## config.mk

```make
export PLATFORM = sky130hd
export DESIGN_NAME = vgs_gain_stage2
export DESIGN_NICKNAME = d
export VERILOG_FILES = /design/src/shared/vgs_pkg.sv /design/src/design/vgs_gain_decode.sv /design/src/design/vgs_gain_mult.sv /design/src/design/vgs_gain_stage2.sv
export SDC_FILE = /design/constraint.sdc
export NUM_CORES = 1
export LEC_CHECK = 0
export BUFFER_PORTS_ARGS = -buffer_cell sky130_fd_sc_hd__buf_2
export CAP_MARGIN = 20
export CORE_AREA = 2 2 262 264
export DETAILED_ROUTE_END_ITERATION = 16
export DIE_AREA = 0 0 264 266
export HOLD_SLACK_MARGIN = 0.12
export PLACE_DENSITY_LB_ADDON = 0.25
export RECOVER_POWER = 50
export SYNTH_ARGS = -nofsm -noshare
export SYNTH_HDL_FRONTEND = slang
export SYNTH_SLANG_ARGS = --single-unit
```

## constraint.sdc

```tcl
create_clock -name clk -period 24.1 [get_ports clk]
set_clock_uncertainty 0.1 [all_clocks]
set_input_delay 0 -clock clk [delete_from_list [all_inputs] [get_ports clk]]
set_output_delay 0 -clock clk [all_outputs]
set_load 0.03 [all_outputs]
```

## src/shared/vgs_pkg.sv

```systemverilog
// constants and carrier types for the voice path stage-two gain block
package vgs_pkg;

  // ==========================================================
  // register map
  localparam logic [7:0] VGS_TX_GAIN2_OFF   = 8'h26;  // transmit stage two
  localparam logic [7:0] VGS_RX_GAIN2_OFF   = 8'h27;  // receive stage two
  localparam logic [7:0] VGS_GAIN2_RESET    = 8'h00;  // both clear at reset
  localparam logic [7:0] VGS_UNMAPPED_READ  = 8'h00;  // answer off the map
  localparam int         VGS_SENSE_BIT      = 4;      // attenuate select
  localparam int         VGS_MAG_MSB        = 3;      // magnitude field top
  localparam int         VGS_MAG_LSB        = 0;      // magnitude field low

  // ==========================================================
  // gain range, in whole dB
  localparam int         VGS_DB_W           = 6;
  localparam logic [3:0] VGS_MAG_ZERO       = 4'h0;
  localparam logic [3:0] VGS_MAG_GAIN_CAP   = 4'hC;   // 12 dB and above
  localparam logic signed [5:0] VGS_DB_MAX_GAIN  = 6'sh0C;  // +12 dB
  localparam logic signed [5:0] VGS_DB_MAX_ATTEN = -6'sh0F; // -15 dB
  localparam logic signed [5:0] VGS_DB_UNITY     = 6'sh00;

  // ==========================================================
  // sample datapath
  localparam int          VGS_SAMPLE_W      = 16;
  localparam int          VGS_FRAC_BITS     = 12;     // gain factor q3.12
  localparam logic [15:0] VGS_FACTOR_UNITY  = 16'h1000;
  localparam logic signed [32:0] VGS_ROUND_HALF = 33'sh0_0000_0800;
  localparam logic signed [15:0] VGS_SAT_POS = 16'sh7FFF;
  localparam logic signed [15:0] VGS_SAT_NEG = -16'sh7FFF - 16'sh0001;

  // ==========================================================
  // types
  typedef logic signed [VGS_DB_W-1:0] vgs_db_t;

  typedef struct packed {
    logic [2:0] reserved;   // reads back zero
    logic       attenuate;  // 1 = codes attenuate
    logic [3:0] magnitude;  // 1 dB per step
  } vgs_stage_cfg_t;

  typedef struct packed {
    logic                           valid;
    logic signed [VGS_SAMPLE_W-1:0] data;
  } vgs_sample_t;

  typedef struct packed {
    logic       wrEn;
    logic       rdEn;
    logic [7:0] addr;
    logic [7:0] wrData;
  } vgs_cfg_req_t;

  typedef struct packed {
    vgs_stage_cfg_t txCfg;
    vgs_stage_cfg_t rxCfg;
    logic [7:0]     rdData;
  } vgs_bank_state_t;

endpackage

```

## src/design/vgs_gain_decode.sv

```systemverilog
// turns a stage-two setting into a signed whole-dB gain
`timescale 1ns/100ps
module vgs_gain_decode
  import vgs_pkg::*;
(
  input  wire vgs_stage_cfg_t cfg,
  output vgs_db_t             gainDb
);

  // ==========================================================
  // decode: zero is unity, gain side saturates at the cap
  always_comb begin
    if (cfg.magnitude == VGS_MAG_ZERO) begin
      gainDb = VGS_DB_UNITY;
    end else if (cfg.attenuate) begin
      // one dB of loss per step, all ones is -15 dB
      gainDb = -vgs_db_t'({2'b00, cfg.magnitude});
    end else if (cfg.magnitude >= VGS_MAG_GAIN_CAP) begin
      gainDb = VGS_DB_MAX_GAIN;
    end else begin
      gainDb = vgs_db_t'({2'b00, cfg.magnitude});
    end
  end

endmodule

```

## src/design/vgs_gain_mult.sv

```systemverilog
// scales one sample stream by a whole-dB gain, one cycle of latency
`timescale 1ns/100ps
module vgs_gain_mult
  import vgs_pkg::*;
#(
  parameter int SAMPLE_W = 16
)(
  input  wire logic        clk,
  input  wire logic        rst_n,
  input  wire vgs_db_t     gainDb,
  input  wire vgs_sample_t sampleIn,
  output vgs_sample_t      sampleOut
);

  // ==========================================================
  // elaboration check: carrier width is fixed by the package
  if (SAMPLE_W != VGS_SAMPLE_W) begin : g_badWidth
    $error("vgs_gain_mult: SAMPLE_W must match the sample carrier");
  end

  vgs_sample_t       mult_reg;   // registered output sample
  vgs_sample_t       mult_next;  // its next value
  logic [15:0]       factor;     // q3.12 linear gain
  logic signed [32:0] product;   // sample times factor
  logic signed [32:0] rounded;   // product plus half lsb
  logic signed [20:0] scaled;    // back to sample scale

  // ==========================================================
  // dB to linear factor, 10^(dB/20) in q3.12
  always_comb begin
    unique case (gainDb)
      -6'sd15: factor = 16'h02D8;
      -6'sd14: factor = 16'h0331;
      -6'sd13: factor = 16'h0395;
      -6'sd12: factor = 16'h0405;
      -6'sd11: factor = 16'h0482;
      -6'sd10: factor = 16'h050F;
      -6'sd9:  factor = 16'h05AD;
      -6'sd8:  factor = 16'h065F;
      -6'sd7:  factor = 16'h0726;
      -6'sd6:  factor = 16'h0805;
      -6'sd5:  factor = 16'h08FF;
      -6'sd4:  factor = 16'h0A18;
      -6'sd3:  factor = 16'h0B54;
      -6'sd2:  factor = 16'h0CB6;
      -6'sd1:  factor = 16'h0E43;
      6'sd1:   factor = 16'h11F4;
      6'sd2:   factor = 16'h1425;
      6'sd3:   factor = 16'h169A;
      6'sd4:   factor = 16'h195C;
      6'sd5:   factor = 16'h1C74;
      6'sd6:   factor = 16'h1FED;
      6'sd7:   factor = 16'h23D2;
      6'sd8:   factor = 16'h2831;
      6'sd9:   factor = 16'h2D18;
      6'sd10:  factor = 16'h3299;
      6'sd11:  factor = 16'h38C5;
      6'sd12:  factor = 16'h3FB2;
      // zero and any code the decoder never makes
      default: factor = VGS_FACTOR_UNITY;
    endcase
  end

  // ==========================================================
  // multiply, round to nearest, saturate instead of wrapping
  always_comb begin
    product   = 33'($signed(sampleIn.data) * $signed({1'b0, factor}));
    rounded   = product + VGS_ROUND_HALF;
    scaled    = rounded[32:VGS_FRAC_BITS];
    mult_next = mult_reg;
    mult_next.valid = sampleIn.valid;
    if (sampleIn.valid) begin
      if (scaled > 21'($signed(VGS_SAT_POS))) begin
        mult_next.data = VGS_SAT_POS;   // clip on gain overflow
      end else if (scaled < 21'($signed(VGS_SAT_NEG))) begin
        mult_next.data = VGS_SAT_NEG;
      end else begin
        mult_next.data = scaled[15:0];
      end
    end
  end

  // ==========================================================
  // state register
  always_ff @(posedge clk or negedge rst_n) begin
    if (!rst_n) begin
      mult_reg <= '0;
    end else begin
      mult_reg <= mult_next;
    end
  end

  assign sampleOut = mult_reg;

endmodule

```

## src/design/vgs_gain_stage2.sv

```systemverilog
// stage-two coarse gain: two control registers and both voice paths
`timescale 1ns/100ps

module vgs_gain_stage2
  import vgs_pkg::*;
(
  input  wire logic         clk,
  input  wire logic         rst_n,
  input  wire vgs_cfg_req_t cfgReq,
  output logic [7:0]        cfgRdData,
  input  wire vgs_sample_t  txIn,
  output vgs_sample_t       txOut,
  input  wire vgs_sample_t  rxIn,
  output vgs_sample_t       rxOut
);

  // ==========================================================
  // declarations
  vgs_bank_state_t bank_reg;   // both settings and read data
  vgs_bank_state_t bank_next;  // next value of the bank
  vgs_db_t         txGainDb;   // decoded transmit gain
  vgs_db_t         rxGainDb;   // decoded receive gain
  logic            hitTx;      // access aimed at transmit reg
  logic            hitRx;      // access aimed at receive reg

  // ==========================================================
  // address decode
  assign hitTx = (cfgReq.addr == VGS_TX_GAIN2_OFF);
  assign hitRx = (cfgReq.addr == VGS_RX_GAIN2_OFF);

  // ==========================================================
  // register bank next state
  // writes land in one cycle; a read answers on the next edge
  always_comb begin
    bank_next = bank_reg;
    if (cfgReq.wrEn && hitTx) begin
      bank_next.txCfg.attenuate = cfgReq.wrData[VGS_SENSE_BIT];
      bank_next.txCfg.magnitude =
        cfgReq.wrData[VGS_MAG_MSB:VGS_MAG_LSB];
    end
    if (cfgReq.wrEn && hitRx) begin
      bank_next.rxCfg.attenuate = cfgReq.wrData[VGS_SENSE_BIT];
      bank_next.rxCfg.magnitude =
        cfgReq.wrData[VGS_MAG_MSB:VGS_MAG_LSB];
    end
    // reserved bits cannot be written, so they always read zero
    bank_next.txCfg.reserved = 3'h0;
    bank_next.rxCfg.reserved = 3'h0;
    if (cfgReq.rdEn) begin
      if (hitTx) begin
        bank_next.rdData = bank_reg.txCfg;
      end else if (hitRx) begin
        bank_next.rdData = bank_reg.rxCfg;
      end else begin
        bank_next.rdData = VGS_UNMAPPED_READ;  // off the map
      end
    end
  end

  // ==========================================================
  // state register; both settings clear at reset
  always_ff @(posedge clk or negedge rst_n) begin
    if (!rst_n) begin
      bank_reg <= {VGS_GAIN2_RESET, VGS_GAIN2_RESET,
                   VGS_UNMAPPED_READ};
    end else begin
      bank_reg <= bank_next;
    end
  end

  assign cfgRdData = bank_reg.rdData;

  // ==========================================================
  // setting to dB, one decoder per path
  vgs_gain_decode u_txDecode (
    .cfg    (bank_reg.txCfg),
    .gainDb (txGainDb)
  );

  vgs_gain_decode u_rxDecode (
    .cfg    (bank_reg.rxCfg),
    .gainDb (rxGainDb)
  );

  // ==========================================================
  // sample scaling; a new setting applies from the next sample
  vgs_gain_mult #(
    .SAMPLE_W (VGS_SAMPLE_W)
  ) u_txMult (
    .clk       (clk),
    .rst_n     (rst_n),
    .gainDb    (txGainDb),
    .sampleIn  (txIn),
    .sampleOut (txOut)
  );

  vgs_gain_mult #(
    .SAMPLE_W (VGS_SAMPLE_W)
  ) u_rxMult (
    .clk       (clk),
    .rst_n     (rst_n),
    .gainDb    (rxGainDb),
    .sampleIn  (rxIn),
    .sampleOut (rxOut)
  );
endmodule

```

==> flow_metrics.tcl, run 1 <==
set metrics [dict create \
    finalHoldViolations 0 \
    area_growth_pct 7.62 \
    first_global_vias 17300 \
    routed_wl_um 54700 \
    synth_seq_area_share_pct 6.10 \
    synth-warning-count 0 \
    cp_slowest_cell "o22ai_2" \
    synthAdderAreaFrac_pct 49.2 \
    grt_pass1_wl_um 91900 \
    ioPinCount 96 \
    num_vias 16000 \
    die_x_um 264 \
    pre_cts_slack_ps 13130 \
    path_clk_slew_ps 70 \
    clock-sinks 49 \
    postLayoutCoreUtil_pct 31.9 \
    clk_latency_ps 310 \
    powerDensity_nw_per_um2 66.2 \
    grt_max_degree 50 \
    dp_hpwl_um 43200 \
    fin_ws_ps 13030 \
    final_cells 3251 \
    synth_top_family_by_area "adder cells" \
    synth_area_per_cell_um2 8.56 \
    irDropWorstVdd_v 0.0000608 \
    end_kind "flop" \
    synth-compound-area-share_pct 12.9 \
    p_total_mw 1.43 \
    cts.repair.resized 0 \
    hold_class "input port to flop" \
    track_usage_pct 16.1 \
    slew_violations 50 \
    power_leakage_nw 10.8 \
    path_class "flop to flop" \
    synth-simple-area-share_pct 17.6 \
    cpLargestDelayFamily "adder cells" \
    num_rows 96 \
    synth_enable_flop_cells 0 \
    start_util_pct 29.7 \
    ant_nets 0 \
    die_y_um 266 \
    first_iter_violations 755 \
    synth_cell_types 86 \
    cap_violations 1 \
    crit_required_ps 24190 \
    postCtsSetupRepairBufs 0 \
    setup_viol 0 \
    nNetsFinal 3012 \
    place_congestion 0.849 \
    start_kind "flop" \
    antenna_found_initial 3 \
    critPathMaxStageDelay_ps 780 \
    post-place-cells 3227 \
    synth_seq_cells 49 \
    wl_per_cell_um 16.8 \
    relSlewSlack_pct -97.3 \
    violations "max-capacitance violations, max-slew violations" \
    cts_made_buffers 5 \
    fin_setup_tns_ps 0 \
    gr-total-overflow 0 \
    core_um2 67700 \
    netlist_area_um2 20100 \
    htree_levels 2 \
    drt_pre_antenna_iters 5 \
    synth-xor-area-share_pct 1.69 \
    vias_per_cell 4.92 \
    clock_path_buffers 2 \
    critical_path_peak_fanout 18 \
    outcome "complete, but fails checks" \
    fin_crit_ps 11070 \
    drc 0 \
    async_flop_share_pct 100 \
    path_buf_inv 5 \
    ys.flop_type "dfrtp_1" \
    synthCells 2348 \
    crit_top_cell "fa_1" \
    arrival_ps 11160 \
    port_buffers 89 \
    hold_buffers 14 \
    tritoncts "yes" \
    max_freq_ghz 0.0903 \
    synthMuxAreaShare_pct 1.35 \
    drive_gt1_share_pct 5.71 \
    timing.reg2reg.setup_slack_ps 13030 \
    worst_slew_pin_slew_ps 2960 \
    ctsRootBufferMaster "clkbuf_16" \
    die-area_um2 70200 \
    layout_worst_path_cycle_share_pct 45.9 \
    rsz0062_at_grt "no" \
    nFillCells 7253 \
]
## stage by stage
stage | cell area, um^2 | hold WS, ps
2_1_floorplan | 20100 | -396
3_3_place_gp | 21400 | 38.5
5_1_grt | 21600 | 223
3_5_place_dp | 21400 | 40.4
6_report | 21600 | 173
4_1_cts | 21700 | 165
## cells in the final DEF (no fill, tap or decap), types with 9 or more instances in the layout
cell type      netlist  layout
a21oi_1             96      96
nor2_1              75      75
a21o_1              32      32
nand4_1             13      13
o22ai_1             19      15
fa_1               332     332
buf_2                5      53
inv_1              459     459
o21bai_1            12      12
o21ai_0             53      51
mux2_2              13      13
dfrtp_1             49      49
o211ai_1            11      11
mux2i_1             11      11
buf_4                9      17
and3_1              11      11
or2_2               12      12
a31oi_1             12      12
clkbuf_1            94      37
nand2b_1            25      25
nand3_1             28      28
nor3_1              16      16
ha_1               260     260
a21boi_0             9       9
and2_1             185     185
nor2b_1             67      67
o21a_1               9       9
dlygate4sd3_1        0      14
xor2_1              10      10
a221o_1             30      30
nand2_1            245     245
xnor2_1             27      27
## synth_stat cells, drive strengths merged (6+ instances only)
cell type  number  area (um^2)
nor2           76          288
inv           462         1730
ha            260         3250
o21ai          56          280
dfrtp          49         1230
mux2i          11          110
a21boi         11         82.6
clkinv          6         22.5
o2111ai         7         67.6
a221o          30          300
or3             6         42.5
o31ai          11         92.6
a31oi          12         75.1
a211oi          7         52.6
fa            332         6650
o21bai         12         90.1
nand4          13         81.3
o22ai          19          119
nor2b          67          419
mux2           14          161
nand3          28          140
nand2         245          920
clkbuf         94          353
nand2b         25          156
nor3           17         90.1
and2          186         1170
or2            12         75.1
buf            18          130
o21a            9         67.6
o211ai         11         82.6
xor2           11          104
a21o           32          240
xnor2          27          236
a21oi          97          489
and3           11         68.8
## cells by family after synthesis
kind of cell               after synthesis
AOI/OAI and AO/OA                      367
xor gates and xnor gates                38
adders and majority gates              592
buffers and inverters                  580
DFF                                     49
muxes                                   25
other                                    1
and+or+nand+nor                        696
## tightest hold or removal path: cells and delay by family
kind          cells  cell delay, ps
mux               1             190
buf+inv           1              80
simple gates      2             290
## where the power goes
part,total (mW),internal (mW),switching [mW]
clock network,0.0860,0.0490,0.0370
registers,0.128,0.107,0.0204
logic,1.22,0.455,0.763
## final timing paths
check,start,to,depth (start not counted)
worst max-delay path,bank_reg[8],u_rxMult.sampleOut[11],29
worst min-delay path,cfgReq[15],bank_reg[18],4
worst max register to register,bank_reg[8],u_rxMult.sampleOut[11],29
worst min register to register,u_rxMult.sampleOut[15],u_rxMult.sampleOut[15],2
max in group asynchronous,rst_n,u_rxMult.sampleOut[14],3
min in group asynchronous,rst_n,u_txMult.sampleOut[13],3
## routing by layer
metal  global-route usage, %  part of all wire, %  wire [um]  vias up
met1                    20.8                   44      24300     8173
met3                   0.860                  2.7       1490       50
met4                    4.25                  2.1       1130        0
met2                    29.2                   51      27800      279
li1                        -                    -          -     7502
met5                       0                    0          0        -
## layout make-up
class | count | area, um^2 | share of cell area (%)
Sequential cell | 49 | 1230 | 5.67
Clock buffer | 5 | 125 | 0.578
Clock inverter | 2 | 38.8 | 0.179
Antenna cell | 3 | 7.51 | 0.0347
Tap cell | 882 | 1100 | 5.10
Timing Repair Buffer | 121 | 672 | 3.11
Multi-Input combinational cell | 1721 | 16700 | 77.2
Inverter | 468 | 1760 | 8.12
Note: power is estimated with default switching activity, not from simulation.
==> run 2: changes to the inputs <==
--- a/config.mk
+++ b/config.mk
@@ -5,11 +5,12 @@
 export SDC_FILE = /design/constraint.sdc
 export NUM_CORES = 1
 export LEC_CHECK = 0
+export ABC_AREA = 1
 export BUFFER_PORTS_ARGS = -buffer_cell sky130_fd_sc_hd__buf_2
 export CAP_MARGIN = 20
-export CORE_AREA = 2 2 262 264
+export CORE_AREA = 2 2 259 261
 export DETAILED_ROUTE_END_ITERATION = 16
-export DIE_AREA = 0 0 264 266
+export DIE_AREA = 0 0 261 263
 export HOLD_SLACK_MARGIN = 0.12
 export PLACE_DENSITY_LB_ADDON = 0.25
 export RECOVER_POWER = 50
==> constraint.sdc (replaced) <==
create_clock -name clk -period 11.6 [get_ports clk]
set_clock_uncertainty 0.1 [all_clocks]
set_input_delay 0 -clock clk [delete_from_list [all_inputs] [get_ports clk]]
set_output_delay 0 -clock clk [all_outputs]
set_load 0.03 [all_outputs]
==> run 2 against run 1 <==
Net effect: maximum frequency is 20% higher; global-route usage is 1.3 points higher; synthesized cell count is 11% higher; via count is 3.6% higher; non-clock buffer count is 11 lower; the run still ends with max-capacitance violations, max-slew violations left; clock-buffer cell count stayed put; hold slack better by 95 ps; register-to-register slack worse by 11000 ps.
==> flow_metrics.tcl, run 2 <==
set metrics [dict create \
    synth_seq_cells 49 \
    relSlewSlack_pct -105 \
    die_x_um 261 \
    hold_start "cfgReq[14]" \
    synth-simple-area-share_pct 21.4 \
    cts_made_buffers 5 \
    start_kind "flop" \
    synth_common_cells "inv_1 (564), nand2_1 (537), nor2_1 (343)" \
    cp_slowest_cell "or4_1" \
    finalHoldViolations 0 \
    clock-sinks 49 \
    wl_per_cell_um 16.3 \
    first_iter_violations 887 \
    final_common_cell "inv_1" \
    antenna_found_initial 0 \
    arrival_ps 9360 \
    setup.worst_path.start "bank_reg[8]" \
    fin_setup_tns_ps 0 \
    gr-total-overflow 0 \
    crit_required_ps 11710 \
    core_um2 65600 \
    layout_worst_path_cycle_share_pct 79.8 \
    most-common-layout-cells "inv_1 (564), nand2_1 (537), nor2_1 (343), fa_1 (332), ha_1 (260)" \
    ioPinCount 96 \
    async_flop_share_pct 100 \
    end_kind "flop" \
    synth_most_common_cell "inv_1" \
    synth_cell_types 50 \
    slew_violations 50 \
    netlist_area_um2 19600 \
    die_y_um 263 \
    htree_levels 2 \
    synth-warning-count 0 \
    path_clk_slew_ps 80 \
    first_global_vias 17300 \
    fin_crit_ps 9260 \
    num_rows 94 \
    synthCells 2601 \
    yosys.area.top_type_share_pct 33.9 \
    start_util_pct 29.9 \
    ant_nets 0 \
    critPathMaxStageDelay_ps 590 \
    n_antenna_cell 0 \
    clk_latency_ps 320 \
    hold_buffers 16 \
    synth_top_family_by_area "adder cells" \
    grt_pass1_wl_um 95100 \
    max_freq_ghz 0.108 \
    hold_class "input port to flop" \
    yosysTopAreaCell "fa_1" \
    grt_max_degree 50 \
    drive_gt1_share_pct 4.97 \
    clock_path_buffers 2 \
    crit_top_cell "inv_1" \
    place_area_um2 20900 \
    routed_wl_um 57500 \
    synthMuxAreaShare_pct 0 \
    nFillCells 7258 \
    synthTopCellsByArea "fa_1 (34%), ha_1 (17%), inv_1 (11%)" \
    vias_per_cell 4.71 \
    path_class "flop to flop" \
    r2r_start "bank_reg[8]" \
    synth_area_per_cell_um2 7.54 \
    synth-compound-area-share_pct 7.56 \
    rsz0062_at_grt "no" \
    violations "max-capacitance violations, max-slew violations" \
    cap_violations 1 \
    place_congestion 0.864 \
    num_vias 16600 \
    timing.reg2reg.setup_slack_ps 2340 \
    drt_pre_antenna_iters 5 \
    worst_slew_pin_slew_ps 3070 \
    tritoncts "yes" \
    synth_enable_flop_cells 0 \
    synth-xor-area-share_pct 1.42 \
    drc 0 \
    ys.flop_type "dfrtp_1" \
    port_buffers 89 \
    synth_seq_area_share_pct 6.25 \
    cts.repair.resized 0 \
    outcome "complete, but fails checks" \
    critical_path_peak_fanout 15 \
    nNetsFinal 3299 \
    postCtsSetupRepairBufs 0 \
    ctsRootBufferMaster "clkbuf_16" \
    dp_hpwl_um 48400 \
    die-area_um2 68600 \
    setup_viol 0 \
    final_cell_area_um2 21100 \
    area_growth_pct 7.78 \
    track_usage_pct 17.4 \
    synthAdderAreaFrac_pct 50.5 \
]
[run 2: changes by cell type in the layout (fill, tap and decap cells not counted), moves of 46 or more]
cell	delta
inv_1	+105
nor2_1	+268
nand3_1	+46
nand2_1	+292
nor2b_1	-67
and2_1	-184
[run 2: cell type report]
class	instances	area, um^2	area share, %
multi-input cells	1901	15900	75.0
repair buffers	110	592	2.80
inverters	586	2200	10.4
well taps	864	1080	5.11
clock buffers	5	125	0.592
clock inverters	3	50.0	0.237
flip-flops and latches	49	1230	5.80
[run 2: kinds of logic (layout without fill, tap and decap cells)]
family          after synthesis  count (layout)
other cells                   1               3
flops                        49              49
buf+inv                     653             704
simple gates               1027            1027
xor+xnor                     31              31
fa+ha+maj                   592             592
compound gates              248             248
[run 2: path summary, 6_finish.rpt]
path                                          end  cells after the start
setup / recovery            u_rxMult.sampleOut[9]                     40
hold / removal                       cfgRdData[1]                      5
setup reg to reg            u_rxMult.sampleOut[9]                     40
hold reg to reg             u_rxMult.sampleOut[2]                      2
max in group asynchronous  u_rxMult.sampleOut[16]                      3
min in group asynchronous  u_txMult.sampleOut[15]                      3
[run 2: through the flow]
| stage | instances | worst slack [ps] | utilization [%] | hold WS, ps |
|---|---|---|---|---|
| after global routing | 3518 | 1740 | 32.2 | 335 |
| after global placement | 3494 | 2370 | 31.8 | 86.5 |
| after CTS | 3518 | 2380 | 32.3 | 257 |
| final | 3518 | 2340 | 32.2 | 267 |
| after detailed placement | 3494 | 2410 | 31.8 | 84.0 |
| after floorplan | 2603 | 3880 | - | -396 |
[run 2: layer usage]
layer	share of wire [%]	global-route usage (%)
met5	0	0
met4	0.63	1.46
met3	4.7	1.85
met2	47	29.3
met1	47	24.9
[run 2: worst max-delay path, delay by kind of cell, from the launching register on]
| kind | cells | cell delay, ps |
|---|---|---|
| AND/OR/NAND/NOR | 17 | 2940 |
| flip-flops | 1 | 400 |
| adder cells (fa/ha/maj) | 9 | 3940 |
| AO/OA/AOI/OAI | 3 | 470 |
| buffers and inverters | 11 | 1270 |
Power of run 2 is left out: the tool's default activity adds up to more than one toggle a clock period on the data nets, which glitch-free logic cannot reach.
